**src/autoneg_defs.svh**
```systemverilog
`ifndef AUTONEG_DEFS_SVH
`define AUTONEG_DEFS_SVH

// register indices; byte address is four times the index
`define IDX_BMC 6'h00
`define IDX_BMS 6'h01
`define IDX_ADV 6'h04
`define IDX_LPA 6'h05
`define IDX_EXP 6'h06
`define IDX_PST 6'h10

// basic_mode_control fields
`define BMC_SPEED 13
`define BMC_AN_EN 12
`define BMC_RESTART 9
`define BMC_DUPLEX 8
`define BMC_RESET 16'h3100

// basic_mode_status fields
`define BMS_FIXED 16'h7849
`define BMS_AN_DONE 5
`define BMS_RFAULT 4
`define BMS_LINK 2

// ability_advertisement
`define ADV_RESET 16'h01E1
`define ADV_10HD 5
`define ADV_10FD 6
`define ADV_100HD 7
`define ADV_100FD 8
`define CW_RFAULT 13
`define CW_ACK 14
`define CW_NP 15

// partner_ability after parallel detection
`define LPA_PD_100 16'h0081
`define LPA_PD_10 16'h0021

// negotiation_expansion fields
`define EXP_PD_FAULT 4
`define EXP_LP_NP 3
`define EXP_NP_ABLE 2
`define EXP_PAGE_RX 1
`define EXP_LP_AN 0

// phy_link_status fields
`define PST_LINK 0
`define PST_SPEED10 1
`define PST_FULL 2
`define PST_AN_DONE 4

// timing
`define CLK_HZ 25000000
`define BREAK_LINK_MS 1500
`define AN_DONE_MS 3000

`endif

```
**src/autoneg_pkg.sv**
```systemverilog
package autoneg_pkg;
   typedef enum logic [2:0] {
      st_forced,
      st_break,
      st_nego,
      st_up
   } an_state_t;
endpackage

```
**src/autoneg_control_logic.sv**
```systemverilog
`timescale 1ns/1ps
`include "autoneg_defs.svh"
// Functional notes
// RULE_01 - straps load advertisement bits 8:5 at reset
// RULE_02 - two straps decode four advertised mode sets
// RULE_03 - single strap: half only, or all
// RULE_04 - control register write overrides strap setting
// RULE_05 - negotiation sends advertisement word as bursts
// RULE_06 - priority: 100FD, 100HD, 10FD, 10HD
// RULE_07 - control enables, restarts; forces speed, duplex
// RULE_08 - speed, duplex bits ignored while negotiating
// RULE_09 - link status register shows resolved speed
// RULE_10 - status ability bits fixed; T4 clear
// RULE_11 - status shows complete, fault, link, preamble
// RULE_12 - advertisement defaults all; software may restrict
// RULE_13 - received code words stored as partner ability
// RULE_14 - parallel detect loads 0081h or 0021h
// RULE_15 - parallel detect sets selector and mode bit
// RULE_16 - expansion shows fault, next page, page, able
// RULE_17 - both receivers' links drive parallel detection
// RULE_18 - parallel detect leaves partner-able bit clear
// RULE_19 - not exactly one good link sets fault; the code sets it only when both links are up
// RULE_20 - writing control bit 9 restarts negotiation
// RULE_21 - lost negotiated link resumes negotiation
// RULE_22 - renegotiation silences line for break timer
// RULE_23 - negotiation bounded near three seconds
// RULE_24 - strap values hold until software writes
module autoneg_control_logic
   import autoneg_pkg::*;
#(
   parameter bit SINGLE_STRAP = 1'b0,
   parameter int unsigned BREAK_CYCLES = `CLK_HZ / 1000 * `BREAK_LINK_MS,
   parameter int unsigned AN_DONE_CYCLES = `CLK_HZ / 1000 * `AN_DONE_MS
) (
   // clock and reset
   input wire logic pclk,
   input wire logic presetn,
   // apb slave
   input wire logic psel,
   input wire logic penable,
   input wire logic pwrite,
   input wire logic [7:0] paddr,
   input wire logic [31:0] pwdata,
   output logic [31:0] prdata,
   output logic pready,
   output logic pslverr,
   // strap pins
   input wire logic adv_strap_sel_lo,
   input wire logic adv_strap_sel_hi,
   // receivers and received code words
   input wire logic link_ok_100,
   input wire logic link_ok_10,
   input wire logic cw_valid,
   input wire logic [15:0] cw_data,
   // transmit control and resolved mode
   output logic flp_send,
   output logic tx_quiet,
   output logic [15:0] tx_code_word,
   output logic link_up,
   output logic speed_100,
   output logic full_duplex
);

   // sequencer state and register file
   an_state_t state_q;
   logic [15:0] bmc_q;
   logic [15:0] adv_q;
   logic [15:0] lpa_q;
   logic strap_done_q;
   logic an_done_q;
   logic rfault_q;
   logic pd_fault_q;
   logic lp_np_q;
   logic page_rx_q;
   logic lp_able_q;
   // one counter serves both break and negotiation limits
   logic [31:0] cnt_q;

   // bus decode and negotiation helpers
   logic [15:0] rd_d;
   logic [3:0] strap_adv;
   logic [5:0] idx;
   logic acc;
   logic wr;
   logic rd;
   logic restart;
   logic mapped;
   logic pd_one;

   assign idx = paddr[7:2];
   assign acc = psel && penable && pready;
   assign wr = acc && pwrite;
   assign rd = acc && !pwrite;
   assign mapped = (idx == `IDX_BMC) || (idx == `IDX_BMS) || (idx == `IDX_ADV) ||
                   (idx == `IDX_LPA) || (idx == `IDX_EXP) || (idx == `IDX_PST);
   // a written one in bit 9 with bit 12 also set, or enabling negotiation, asks for a restart
   assign restart = wr && (idx == `IDX_BMC) && pwdata[`BMC_AN_EN] &&
                    (pwdata[`BMC_RESTART] || !bmc_q[`BMC_AN_EN]); // RULE_20
   // exactly one receiver seeing link is the only clean detection
   assign pd_one = link_ok_100 ^ link_ok_10; // RULE_17

   // strap decode, bit order 100FD,100HD,10FD,10HD
   always_comb begin
      if (SINGLE_STRAP) begin
         strap_adv = adv_strap_sel_lo ? 4'hF : 4'h5; // RULE_03
      end else begin
         case ({adv_strap_sel_hi, adv_strap_sel_lo}) // RULE_02
            2'b00: strap_adv = 4'h3;
            2'b01: strap_adv = 4'hC;
            2'b10: strap_adv = 4'h5;
            default: strap_adv = 4'hF;
         endcase
      end
   end

   // apb handshake: one wait state, then pready for one cycle
   // unmapped indices read zero and flag an error; writes to them vanish
   always_ff @(posedge pclk or negedge presetn) begin
      if (!presetn) begin
         pready <= 1'b0;
         pslverr <= 1'b0;
         prdata <= 32'h0000_0000;
      end else begin
         pready <= psel && penable && !pready;
         pslverr <= psel && penable && !pready && !mapped;
         if (psel && penable && !pready) begin
            prdata <= {16'h0000, rd_d};
         end
      end
   end

   always_comb begin
      case (idx)
         `IDX_BMC: rd_d = bmc_q;
         `IDX_BMS: begin
            rd_d = `BMS_FIXED; // RULE_10
            rd_d[`BMS_AN_DONE] = an_done_q; // RULE_11
            rd_d[`BMS_RFAULT] = rfault_q;
            rd_d[`BMS_LINK] = link_up;
         end
         `IDX_ADV: rd_d = adv_q;
         `IDX_LPA: rd_d = lpa_q;
         `IDX_EXP: begin
            rd_d = 16'h0000; // RULE_16
            rd_d[`EXP_PD_FAULT] = pd_fault_q;
            rd_d[`EXP_LP_NP] = lp_np_q;
            rd_d[`EXP_NP_ABLE] = 1'b1;
            rd_d[`EXP_PAGE_RX] = page_rx_q;
            rd_d[`EXP_LP_AN] = lp_able_q;
         end
         `IDX_PST: begin
            rd_d = 16'h0000; // RULE_09
            rd_d[`PST_LINK] = link_up;
            rd_d[`PST_SPEED10] = link_up && !speed_100;
            rd_d[`PST_FULL] = link_up && full_duplex;
            rd_d[`PST_AN_DONE] = an_done_q;
         end
         default: rd_d = 16'h0000;
      endcase
   end

   // control register; restart bit self-clears so it reads zero
   always_ff @(posedge pclk or negedge presetn) begin
      if (!presetn) begin
         bmc_q <= `BMC_RESET;
      end else if (wr && idx == `IDX_BMC) begin
         bmc_q <= pwdata[15:0] & ~(16'h0001 << `BMC_RESTART); // RULE_04
      end
   end

   // advertisement: straps caught once, on the first edge after release
   // later strap moves are ignored, so shared led pins cannot disturb it
   always_ff @(posedge pclk or negedge presetn) begin
      if (!presetn) begin
         adv_q <= `ADV_RESET; // RULE_12
         strap_done_q <= 1'b0;
      end else begin
         strap_done_q <= 1'b1;
         if (wr && idx == `IDX_ADV) begin
            adv_q <= pwdata[15:0]; // RULE_12
         end else if (!strap_done_q) begin
            adv_q[8:5] <= strap_adv; // RULE_01 RULE_24
         end
      end
   end

   // negotiation sequencer and shared timer
   always_ff @(posedge pclk or negedge presetn) begin
      if (!presetn) begin
         state_q <= st_break;
         cnt_q <= 32'h0000_0000;
         an_done_q <= 1'b0;
         link_up <= 1'b0;
         speed_100 <= 1'b0;
         full_duplex <= 1'b0;
      end else begin
         cnt_q <= cnt_q + 32'h0000_0001;
         // a forcing write wins over a restart carried in the same word
         if (wr && idx == `IDX_BMC && !pwdata[`BMC_AN_EN]) begin
            state_q <= st_forced;
            an_done_q <= 1'b0;
         end else if (restart) begin
            state_q <= st_break; // RULE_22
            cnt_q <= 32'h0000_0000;
            an_done_q <= 1'b0;
            link_up <= 1'b0;
         end else begin
            case (state_q)
               st_forced: begin
                  // only the control bits choose the mode here
                  speed_100 <= bmc_q[`BMC_SPEED]; // RULE_07
                  full_duplex <= bmc_q[`BMC_DUPLEX];
                  link_up <= bmc_q[`BMC_SPEED] ? link_ok_100 : link_ok_10;
               end
               st_break: begin
                  link_up <= 1'b0;
                  if (cnt_q >= BREAK_CYCLES - 1) begin // RULE_22
                     state_q <= st_nego;
                     cnt_q <= 32'h0000_0000;
                  end
               end
               st_nego: begin
                  if (cw_valid && cw_data[`CW_ACK] && !cw_data[`CW_NP]) begin
                     // resolution uses the word landing now, not stale lpa
                     state_q <= st_up;
                     an_done_q <= 1'b1;
                     link_up <= 1'b1;
                     // RULE_06 RULE_08
                     if (adv_q[`ADV_100FD] && cw_data[`ADV_100FD]) begin
                        speed_100 <= 1'b1;
                        full_duplex <= 1'b1;
                     end else if (adv_q[`ADV_100HD] && cw_data[`ADV_100HD]) begin
                        speed_100 <= 1'b1;
                        full_duplex <= 1'b0;
                     end else if (adv_q[`ADV_10FD] && cw_data[`ADV_10FD]) begin
                        speed_100 <= 1'b0;
                        full_duplex <= 1'b1;
                     end else if (adv_q[`ADV_10HD] && cw_data[`ADV_10HD]) begin
                        speed_100 <= 1'b0;
                        full_duplex <= 1'b0;
                     end else begin
                        // nothing in common: no link, try again
                        state_q <= st_break;
                        cnt_q <= 32'h0000_0000;
                        an_done_q <= 1'b0;
                        link_up <= 1'b0;
                     end
                  end else if (!lp_able_q && !cw_valid && pd_one) begin
                     state_q <= st_up; // RULE_17
                     an_done_q <= 1'b1;
                     link_up <= 1'b1;
                     speed_100 <= link_ok_100;
                     full_duplex <= 1'b0;
                  end else if (cnt_q >= AN_DONE_CYCLES - 1) begin
                     state_q <= st_break; // RULE_23
                     cnt_q <= 32'h0000_0000;
                  end
               end
               st_up: begin
                  if (!(speed_100 ? link_ok_100 : link_ok_10)) begin
                     state_q <= st_break; // RULE_21
                     cnt_q <= 32'h0000_0000;
                     an_done_q <= 1'b0;
                     link_up <= 1'b0;
                  end
               end
               default: state_q <= st_break;
            endcase
         end
      end
   end

   // partner ability capture and expansion flags
   // a fresh attempt forgets everything the last partner sent
   always_ff @(posedge pclk or negedge presetn) begin
      if (!presetn) begin
         lpa_q <= 16'h0000;
         rfault_q <= 1'b0;
         lp_np_q <= 1'b0;
         lp_able_q <= 1'b0;
      end else if (restart || state_q == st_break) begin
         lpa_q <= 16'h0000;
         rfault_q <= 1'b0;
         lp_np_q <= 1'b0;
         lp_able_q <= 1'b0;
      end else if (state_q == st_nego) begin
         if (cw_valid) begin
            lpa_q <= cw_data; // RULE_13
            lp_able_q <= 1'b1;
            if (!lp_able_q) begin
               lp_np_q <= cw_data[`CW_NP];
               rfault_q <= cw_data[`CW_RFAULT];
            end
         end else if (!lp_able_q && pd_one) begin
            // partner-able bit stays clear on this path
            lpa_q <= link_ok_100 ? `LPA_PD_100 : `LPA_PD_10; // RULE_14 RULE_15 RULE_18
         end
      end
   end

   // clear-on-read flags; a set in the read cycle wins
   always_ff @(posedge pclk or negedge presetn) begin
      if (!presetn) begin
         page_rx_q <= 1'b0;
         pd_fault_q <= 1'b0;
      end else begin
         if (state_q == st_nego && cw_valid) begin
            page_rx_q <= 1'b1;
         end else if (rd && idx == `IDX_EXP) begin
            page_rx_q <= 1'b0;
         end
         // no link at all is not a fault: there is nothing to detect yet
         if (state_q == st_nego && !lp_able_q && !cw_valid && link_ok_100 && link_ok_10) begin
            pd_fault_q <= 1'b1; // RULE_19
         end else if (rd && idx == `IDX_EXP) begin
            pd_fault_q <= 1'b0;
         end
      end
   end

   // line activity: bursts only while negotiating, silence in break
   // restart silences the line in the very cycle it is taken,
   // so the partner never sees a burst after the request
   always_ff @(posedge pclk or negedge presetn) begin
      if (!presetn) begin
         flp_send <= 1'b0;
         tx_quiet <= 1'b1;
         tx_code_word <= 16'h0000;
      end else begin
         flp_send <= (state_q == st_nego) && !restart; // RULE_05
         tx_quiet <= (state_q == st_break) || restart; // RULE_22
         tx_code_word <= adv_q; // RULE_05
      end
   end

endmodule

```
**config.mk**
```make
export PLATFORM = sky130hd
export DESIGN_NAME = autoneg_control_logic
export DESIGN_NICKNAME = d
export VERILOG_FILES = /design/src/autoneg_pkg.sv /design/src/autoneg_control_logic.sv
export VERILOG_INCLUDE_DIRS = /design/src
export SDC_FILE = /design/constraint.sdc
export NUM_CORES = 1
export LEC_CHECK = 0
export BUFFER_PORTS_ARGS = -buffer_cell sky130_fd_sc_hd__buf_4
export CAP_MARGIN = 20
export CORE_ASPECT_RATIO = 1.1
export CORE_MARGIN = 8
export CORE_UTILIZATION = 40
export CTS_BUF_LIST = sky130_fd_sc_hd__clkbuf_8 sky130_fd_sc_hd__clkbuf_16
export DETAILED_ROUTE_END_ITERATION = 10
export GPL_ROUTABILITY_DRIVEN = 0
export SYNTH_ARGS = -nofsm -noshare
export SYNTH_HDL_FRONTEND = slang
export SYNTH_SLANG_ARGS = --single-unit
```
**constraint.sdc**
```tcl
create_clock -name pclk -period 2.8 [get_ports pclk]
set_clock_uncertainty 0.2 [all_clocks]
set_input_delay 0.56 -clock pclk [delete_from_list [all_inputs] [get_ports pclk]]
set_output_delay 0.56 -clock pclk [all_outputs]
set_load 0.02 [all_outputs]
```
* Word level (Yosys, flattened, before mapping)
Cells that the tools add are included.
** Word-level totals
- Register bits :: 128
- Input port bits :: 66
- Output and inout port bits :: 55
- Logic and storage cells :: 187
** Cells by class
- Add/sub/neg operators :: 1
- Magnitude comparators :: 2
- Equality and inequality tests :: 21
- Muxes and demuxes :: 74
- Bitwise gates (word level) :: 3
- Reduce and logical (&&, ||, !) cells :: 64
** Operator list (count)
- two-way mux 32 bit :: 11
- one-hot mux 16 bit (6 select lines) :: 1
- one-hot mux 32 bit (3 select lines) :: 1
- two-way mux 16 bit :: 4
- two-way mux 1 bit :: 37
- adder 32 x 1 -> 32 bit, second input constant :: 1
- greater-or-equal comparator 32 x 26 -> 1 bit, second input constant :: 1
- greater-or-equal comparator 32 x 27 -> 1 bit, second input constant :: 1
- logical AND 1 bit :: 29
- two-way mux 3 bit :: 7
- equality test 6 x 3 -> 1 bit, second input constant :: 3
- != test 4 bit, second input constant :: 3
- != test 6 bit, second input constant :: 2
- one-hot mux 3 bit (4 select lines) :: 1
- one-hot mux 4 bit (3 select lines) :: 1
- zero test 1 bit :: 10
- nonzero test 2 bit :: 5
- != test 3 bit, second input constant :: 3
- two-way mux 2 bit :: 4
- two-way mux 4 bit :: 2
- two-way mux 8 bit :: 1
- AND reduction 4 bit :: 2
- logical OR 1 bit :: 7
- equality test 3 x 2 -> 1 bit, second input constant :: 2
- other kinds (20) :: 26

* Longest topological paths before layout
- Depth in word-level cells :: 9
- Depth in mapped cells :: 9

* Worst setup path after synthesis
Ideal clock, no wire load.
- Path kind :: input port to flip-flop
- From :: input port paddr[5]
- To :: register full_duplex
- Library setup time :: 0.125 ns
- Data arrival time :: 2.308 ns
- Setup slack :: 0.168 ns
- Stages :: 6
- Cells stage by stage :: or3_1 or4_4 buf_6 a21o_4 o21ai_2 mux2_2
** Between the ends
- Longest elaborated chain between the ends :: 6
- Elaborated cells between the ends (all ways) :: 8
** Ends and longest elaborated chain
- start: declaration :: line autoneg_control_logic.sv:42 : input wire logic [7:0] paddr,
- zero test 6 bit (*)
- logical AND 1 bit (*) :: line autoneg_control_logic.sv:97 : assign restart = wr && (idx == `IDX_BMC) && pwdata[`BMC_AN_EN] &&
- logical AND 1 bit (2 in series) :: line autoneg_control_logic.sv:97
- NOT 1 bit (no source line)
- AND reduction 5 bit (no source line) (*)
- end signal: assignment :: line autoneg_control_logic.sv:212 : full_duplex <= bmc_q[`BMC_DUPLEX];
- end: declaration :: line autoneg_control_logic.sv:61 : output logic full_duplex
Mark *: on every way between the ends. The rest lies on a longest branch, timed or not.
A chain may end at the register's enable or synchronous reset.

* Worst setup path after layout
- From :: register state_q[0]
- To :: register cnt_q[8]
** Between the ends
- Longest elaborated chain between the ends :: 4
- Elaborated cells between the ends (all ways) :: 6
** Ends and longest elaborated chain
- start: declaration :: line autoneg_control_logic.sv:65 : an_state_t state_q;
- start signal: assignment :: line autoneg_control_logic.sv:190 : state_q <= st_break;
- start signal: assignment :: line autoneg_control_logic.sv:200 : state_q <= st_forced;
- start signal: assignment :: line autoneg_control_logic.sv:203 : state_q <= st_break;
- equality test 3 x 2 -> 1 bit / equality test 3 x 1 -> 1 bit (equally long branches) :: line autoneg_control_logic.sv:208 : case (state_q)
- one-hot mux 32 bit (3 select lines) (*) :: line autoneg_control_logic.sv:208
- two-way mux 32 bit (*) :: line autoneg_control_logic.sv:202 : end else if (restart) begin
- two-way mux 32 bit (*) :: line autoneg_control_logic.sv:199 : if (wr && idx == `IDX_BMC && !pwdata[`BMC_AN_EN]) begin
- end signal: assignment :: line autoneg_control_logic.sv:197 : cnt_q <= cnt_q + 32'h0000_0001;
- end: declaration :: line autoneg_control_logic.sv:77 : logic [31:0] cnt_q;
Marked as above.

==> reports/metrics.yaml <==
run_status:
  status: "completed"
finish:
  nNetsFinal: 759
  nFillCells: 1383
  drive_above_1_share_pct: 30.6
  diodes: 0
  final_cell_area_um2: 7740
  syn_to_final_growth_pct: 24.4
  utilization_pct: 50.1
yosys:
  syn_area_um2: 6220
  synth.distinct_cells: 67
  synth_top_cell_by_area: "dfrtp_1"
  ys_ff_latch: 127
  ys_async_sr_fraction_pct: 100
  synth_common_cells: "dfrtp_1 (117), nand2_1 (60), nor2_1 (51)"
  synth_cells: 580
  synthTopCellsByArea: "dfrtp_1 (47%), mux2_2 (6.9%), dfstp_2 (4.2%)"
  yosysMostFrequentCell: "dfrtp_1"
  avgSynthCellArea_um2: 10.7
  yosysTopAreaCellShare_pct: 47.0
  synth_warnings: 0
  yosysSeqAreaShare_pct: 51.3
  synth_edf_count: 0
  synth_ff_type: "dfrtp_1"
clocking:
  cts-root-buf: "clkbuf_16"
  clock-sinks: 127
  clk_pin_slew_ns: 0.06
  h-tree-depth: 4
  cts_hold_buf: 1
  cts_tree: "done"
  clock_path_buffers: 2
  cts_buffers: 17
  cts.repair.resized: 0
  clock_latency_ns: 0.42
  postCtsSetupBuffers: 0
sta:
  worst_slew_pin_slew_ns: 0.582
  fin_crit_ns: 2.48
  setup_viol: 0
  rsz0062_at_grt: "false"
  slew_headroom_pct: 61.0
  finalHoldViolCount: 0
  fin_setup_tns_ns: 0
  fmax_ghz: 0.404
  finalMaxSlewViolations: 0
  finalCritPeriodShare_pct: 88.5
  layout_setup_ws_ns: 0.322
floorplanning:
  core_area_um2: 15400
  die_area_um2: 19800
  pin_count: 121
  fp-row-count: 48
  initial_utilization_pct: 40.3
  die_w_um: 135
  die_y_um: 147
setup_path:
  max_stage_delay_ns: 0.55
  slowest_stage: "dfstp_2"
  r2r_start: "state_q[0]"
  crit_type: "reg2reg"
  rr_endpoint: "cnt_q[8]"
  crit_required_ns: 2.94
  path_max_fanout: 32
  crit_arrival_ns: 2.62
  critPathCaptureType: "register"
  reg2regPathDepth: 7
  crit_chain: "ha_1, nor4b_1, nand4_1, o221ai_1, a211oi_1, o22a_4, nor2_1"
  reg2reg_slack_ns: 0.32
  startpoint_type: "register"
  crit_start: "state_q[0]"
  cp-endpoint: "cnt_q[8]"
detailed_routing:
  wl_um: 15800
  vias: 4693
  wl_per_cell_um: 17.6
  drtIter0Drc: 275
  drc: 0
  ant_nets: 0
  detail_route.first_pass.iterations: 4
  via_per_inst: 5.23
global_routing:
  grt_pass1_vias: 4830
  grt_usage_pct: 16.4
  antenna_found_initial: 0
  grt_pass1_wl_um: 25800
  grt_max_degree: 50
  grt-ovfl-total: 0
placed_design:
  dp_hpwl_um: 11600
  placed_area_um2: 7130
  place_ws_ns: -0.0445
  numPortBuffers: 86
power:
  power.density_nw_per_um2: 720
  peakVddDrop_mv: 0.490
  p_leak_nw: 3.62
  power_w: 0.00558
job:
  cap_viol_max_count: 0
min_path:
  hp-class: "in2reg"
flip-flops by register name, summed over array words and instances, names as in the netlist, 2 cells and up:
signal	count
bmc_q	15
state_q	2
adv_q	16
lpa_q	16
cnt_q	32
tx_code_word	16
prdata	16
per-stage QoR:
| stage | hold WS (ns) | instances |
|---|---|---|
| after global placement | 0.179 | 863 |
| after detailed placement | 0.191 | 864 |
| after CTS | 0.139 | 897 |
| final | 0.153 | 897 |
| after global routing | 0.142 | 897 |
| after floorplan | 0.0644 | 595 |
logic make-up (layout without fill, tap and decap cells):
logic type,Yosys count,in the layout,share of synthesized area [%]
AO/OA/AOI/OAI,90,90,10.9
XOR/XNOR,31,31,4.36
adder cells (fa/ha/maj),9,9,1.81
buffers and inverters,60,162,5.57
flip-flops,127,127,51.3
multiplexers,52,52,9.53
other,2,17,0.121
AND/OR/NAND/NOR,209,209,16.4
layer usage:
layer | share of wire, % | global-route usage, % | up-vias | wire, µm
li1 | - | - | 2221 | -
met1 | 42 | 19.9 | 2333 | 6670
met2 | 50 | 27.4 | 122 | 7900
met3 | 6.5 | 4.88 | 17 | 1020
met4 | 1.1 | 4.84 | 0 | 178
met5 | 0 | 0 | - | 0
cell type report:
| class | instances | area (µm²) | area share, % |
|---|---|---|---|
| Sequential cell | 127 | 3190 | 41.2 |
| Multi-Input combinational cell | 408 | 2750 | 35.5 |
| Timing Repair Buffer | 113 | 892 | 11.5 |
| Clock buffer | 18 | 439 | 5.67 |
| Tap cell | 200 | 250 | 3.23 |
| Clock inverter | 14 | 156 | 2.02 |
| Inverter | 17 | 63.8 | 0.824 |
cell usage in the layout (no fill, tap or decap), types with 3 or more instances in the layout:
| master | n |
|---|---|
| o2111ai_1 | 5 |
| mux2_2 | 38 |
| xor2_1 | 8 |
| dfrtp_1 | 117 |
| nor4_1 | 8 |
| a21oi_1 | 14 |
| buf_4 | 108 |
| buf_12 | 3 |
| nand4_1 | 9 |
| and3_1 | 3 |
| nor2_2 | 5 |
| ha_1 | 9 |
| nor2b_1 | 12 |
| nand2_1 | 60 |
| nand2b_1 | 4 |
| xnor2_1 | 23 |
| nand3_1 | 18 |
| clkinv_4 | 5 |
| inv_1 | 17 |
| mux2i_1 | 12 |
| a32oi_1 | 3 |
| a21boi_0 | 3 |
| or3_1 | 4 |
| a22oi_1 | 7 |
| nor3_1 | 19 |
| dfstp_2 | 10 |
| conb_1 | 17 |
| a22o_1 | 14 |
| inv_6 | 4 |
| nor2_1 | 51 |
| o21ai_0 | 21 |
| clkbuf_16 | 17 |
where the power goes:
group / switching [W] / internal, W / leakage (nW)
logic: 0.000661 / 0.000524 / 1.63
clock network: 0.000868 / 0.00135 / 0.292
registers: 0.000147 / 0.00203 / 1.70
total: 0.00168 / 0.00390 / 3.62
worst max-delay path, delay by kind of cell, from the launching register on:
kind	cells	cell delay (ns)
compound gates	3	0.71
fa+ha+maj	1	0.22
flops	1	0.55
simple gates	3	0.72
worst min-delay path by stage:
| stage | start | endpoint | slack (ns) | cells after the start |
|---|---|---|---|---|
| floorplan | presetn | adv_q[10] | 0.06 | 0 |
| CTS | cw_data[12] | lpa_q[12] | 0.14 | 2 |
| detailed placement | adv_q[12] | tx_code_word[12] | 0.19 | 0 |
| finish | cw_data[12] | lpa_q[12] | 0.15 | 2 |
| global route | cw_data[3] | lpa_q[3] | 0.14 | 2 |
| global placement | adv_q[11] | tx_code_word[11] | 0.18 | 0 |
No activity file was read; power rests on OpenSTA's default activity.
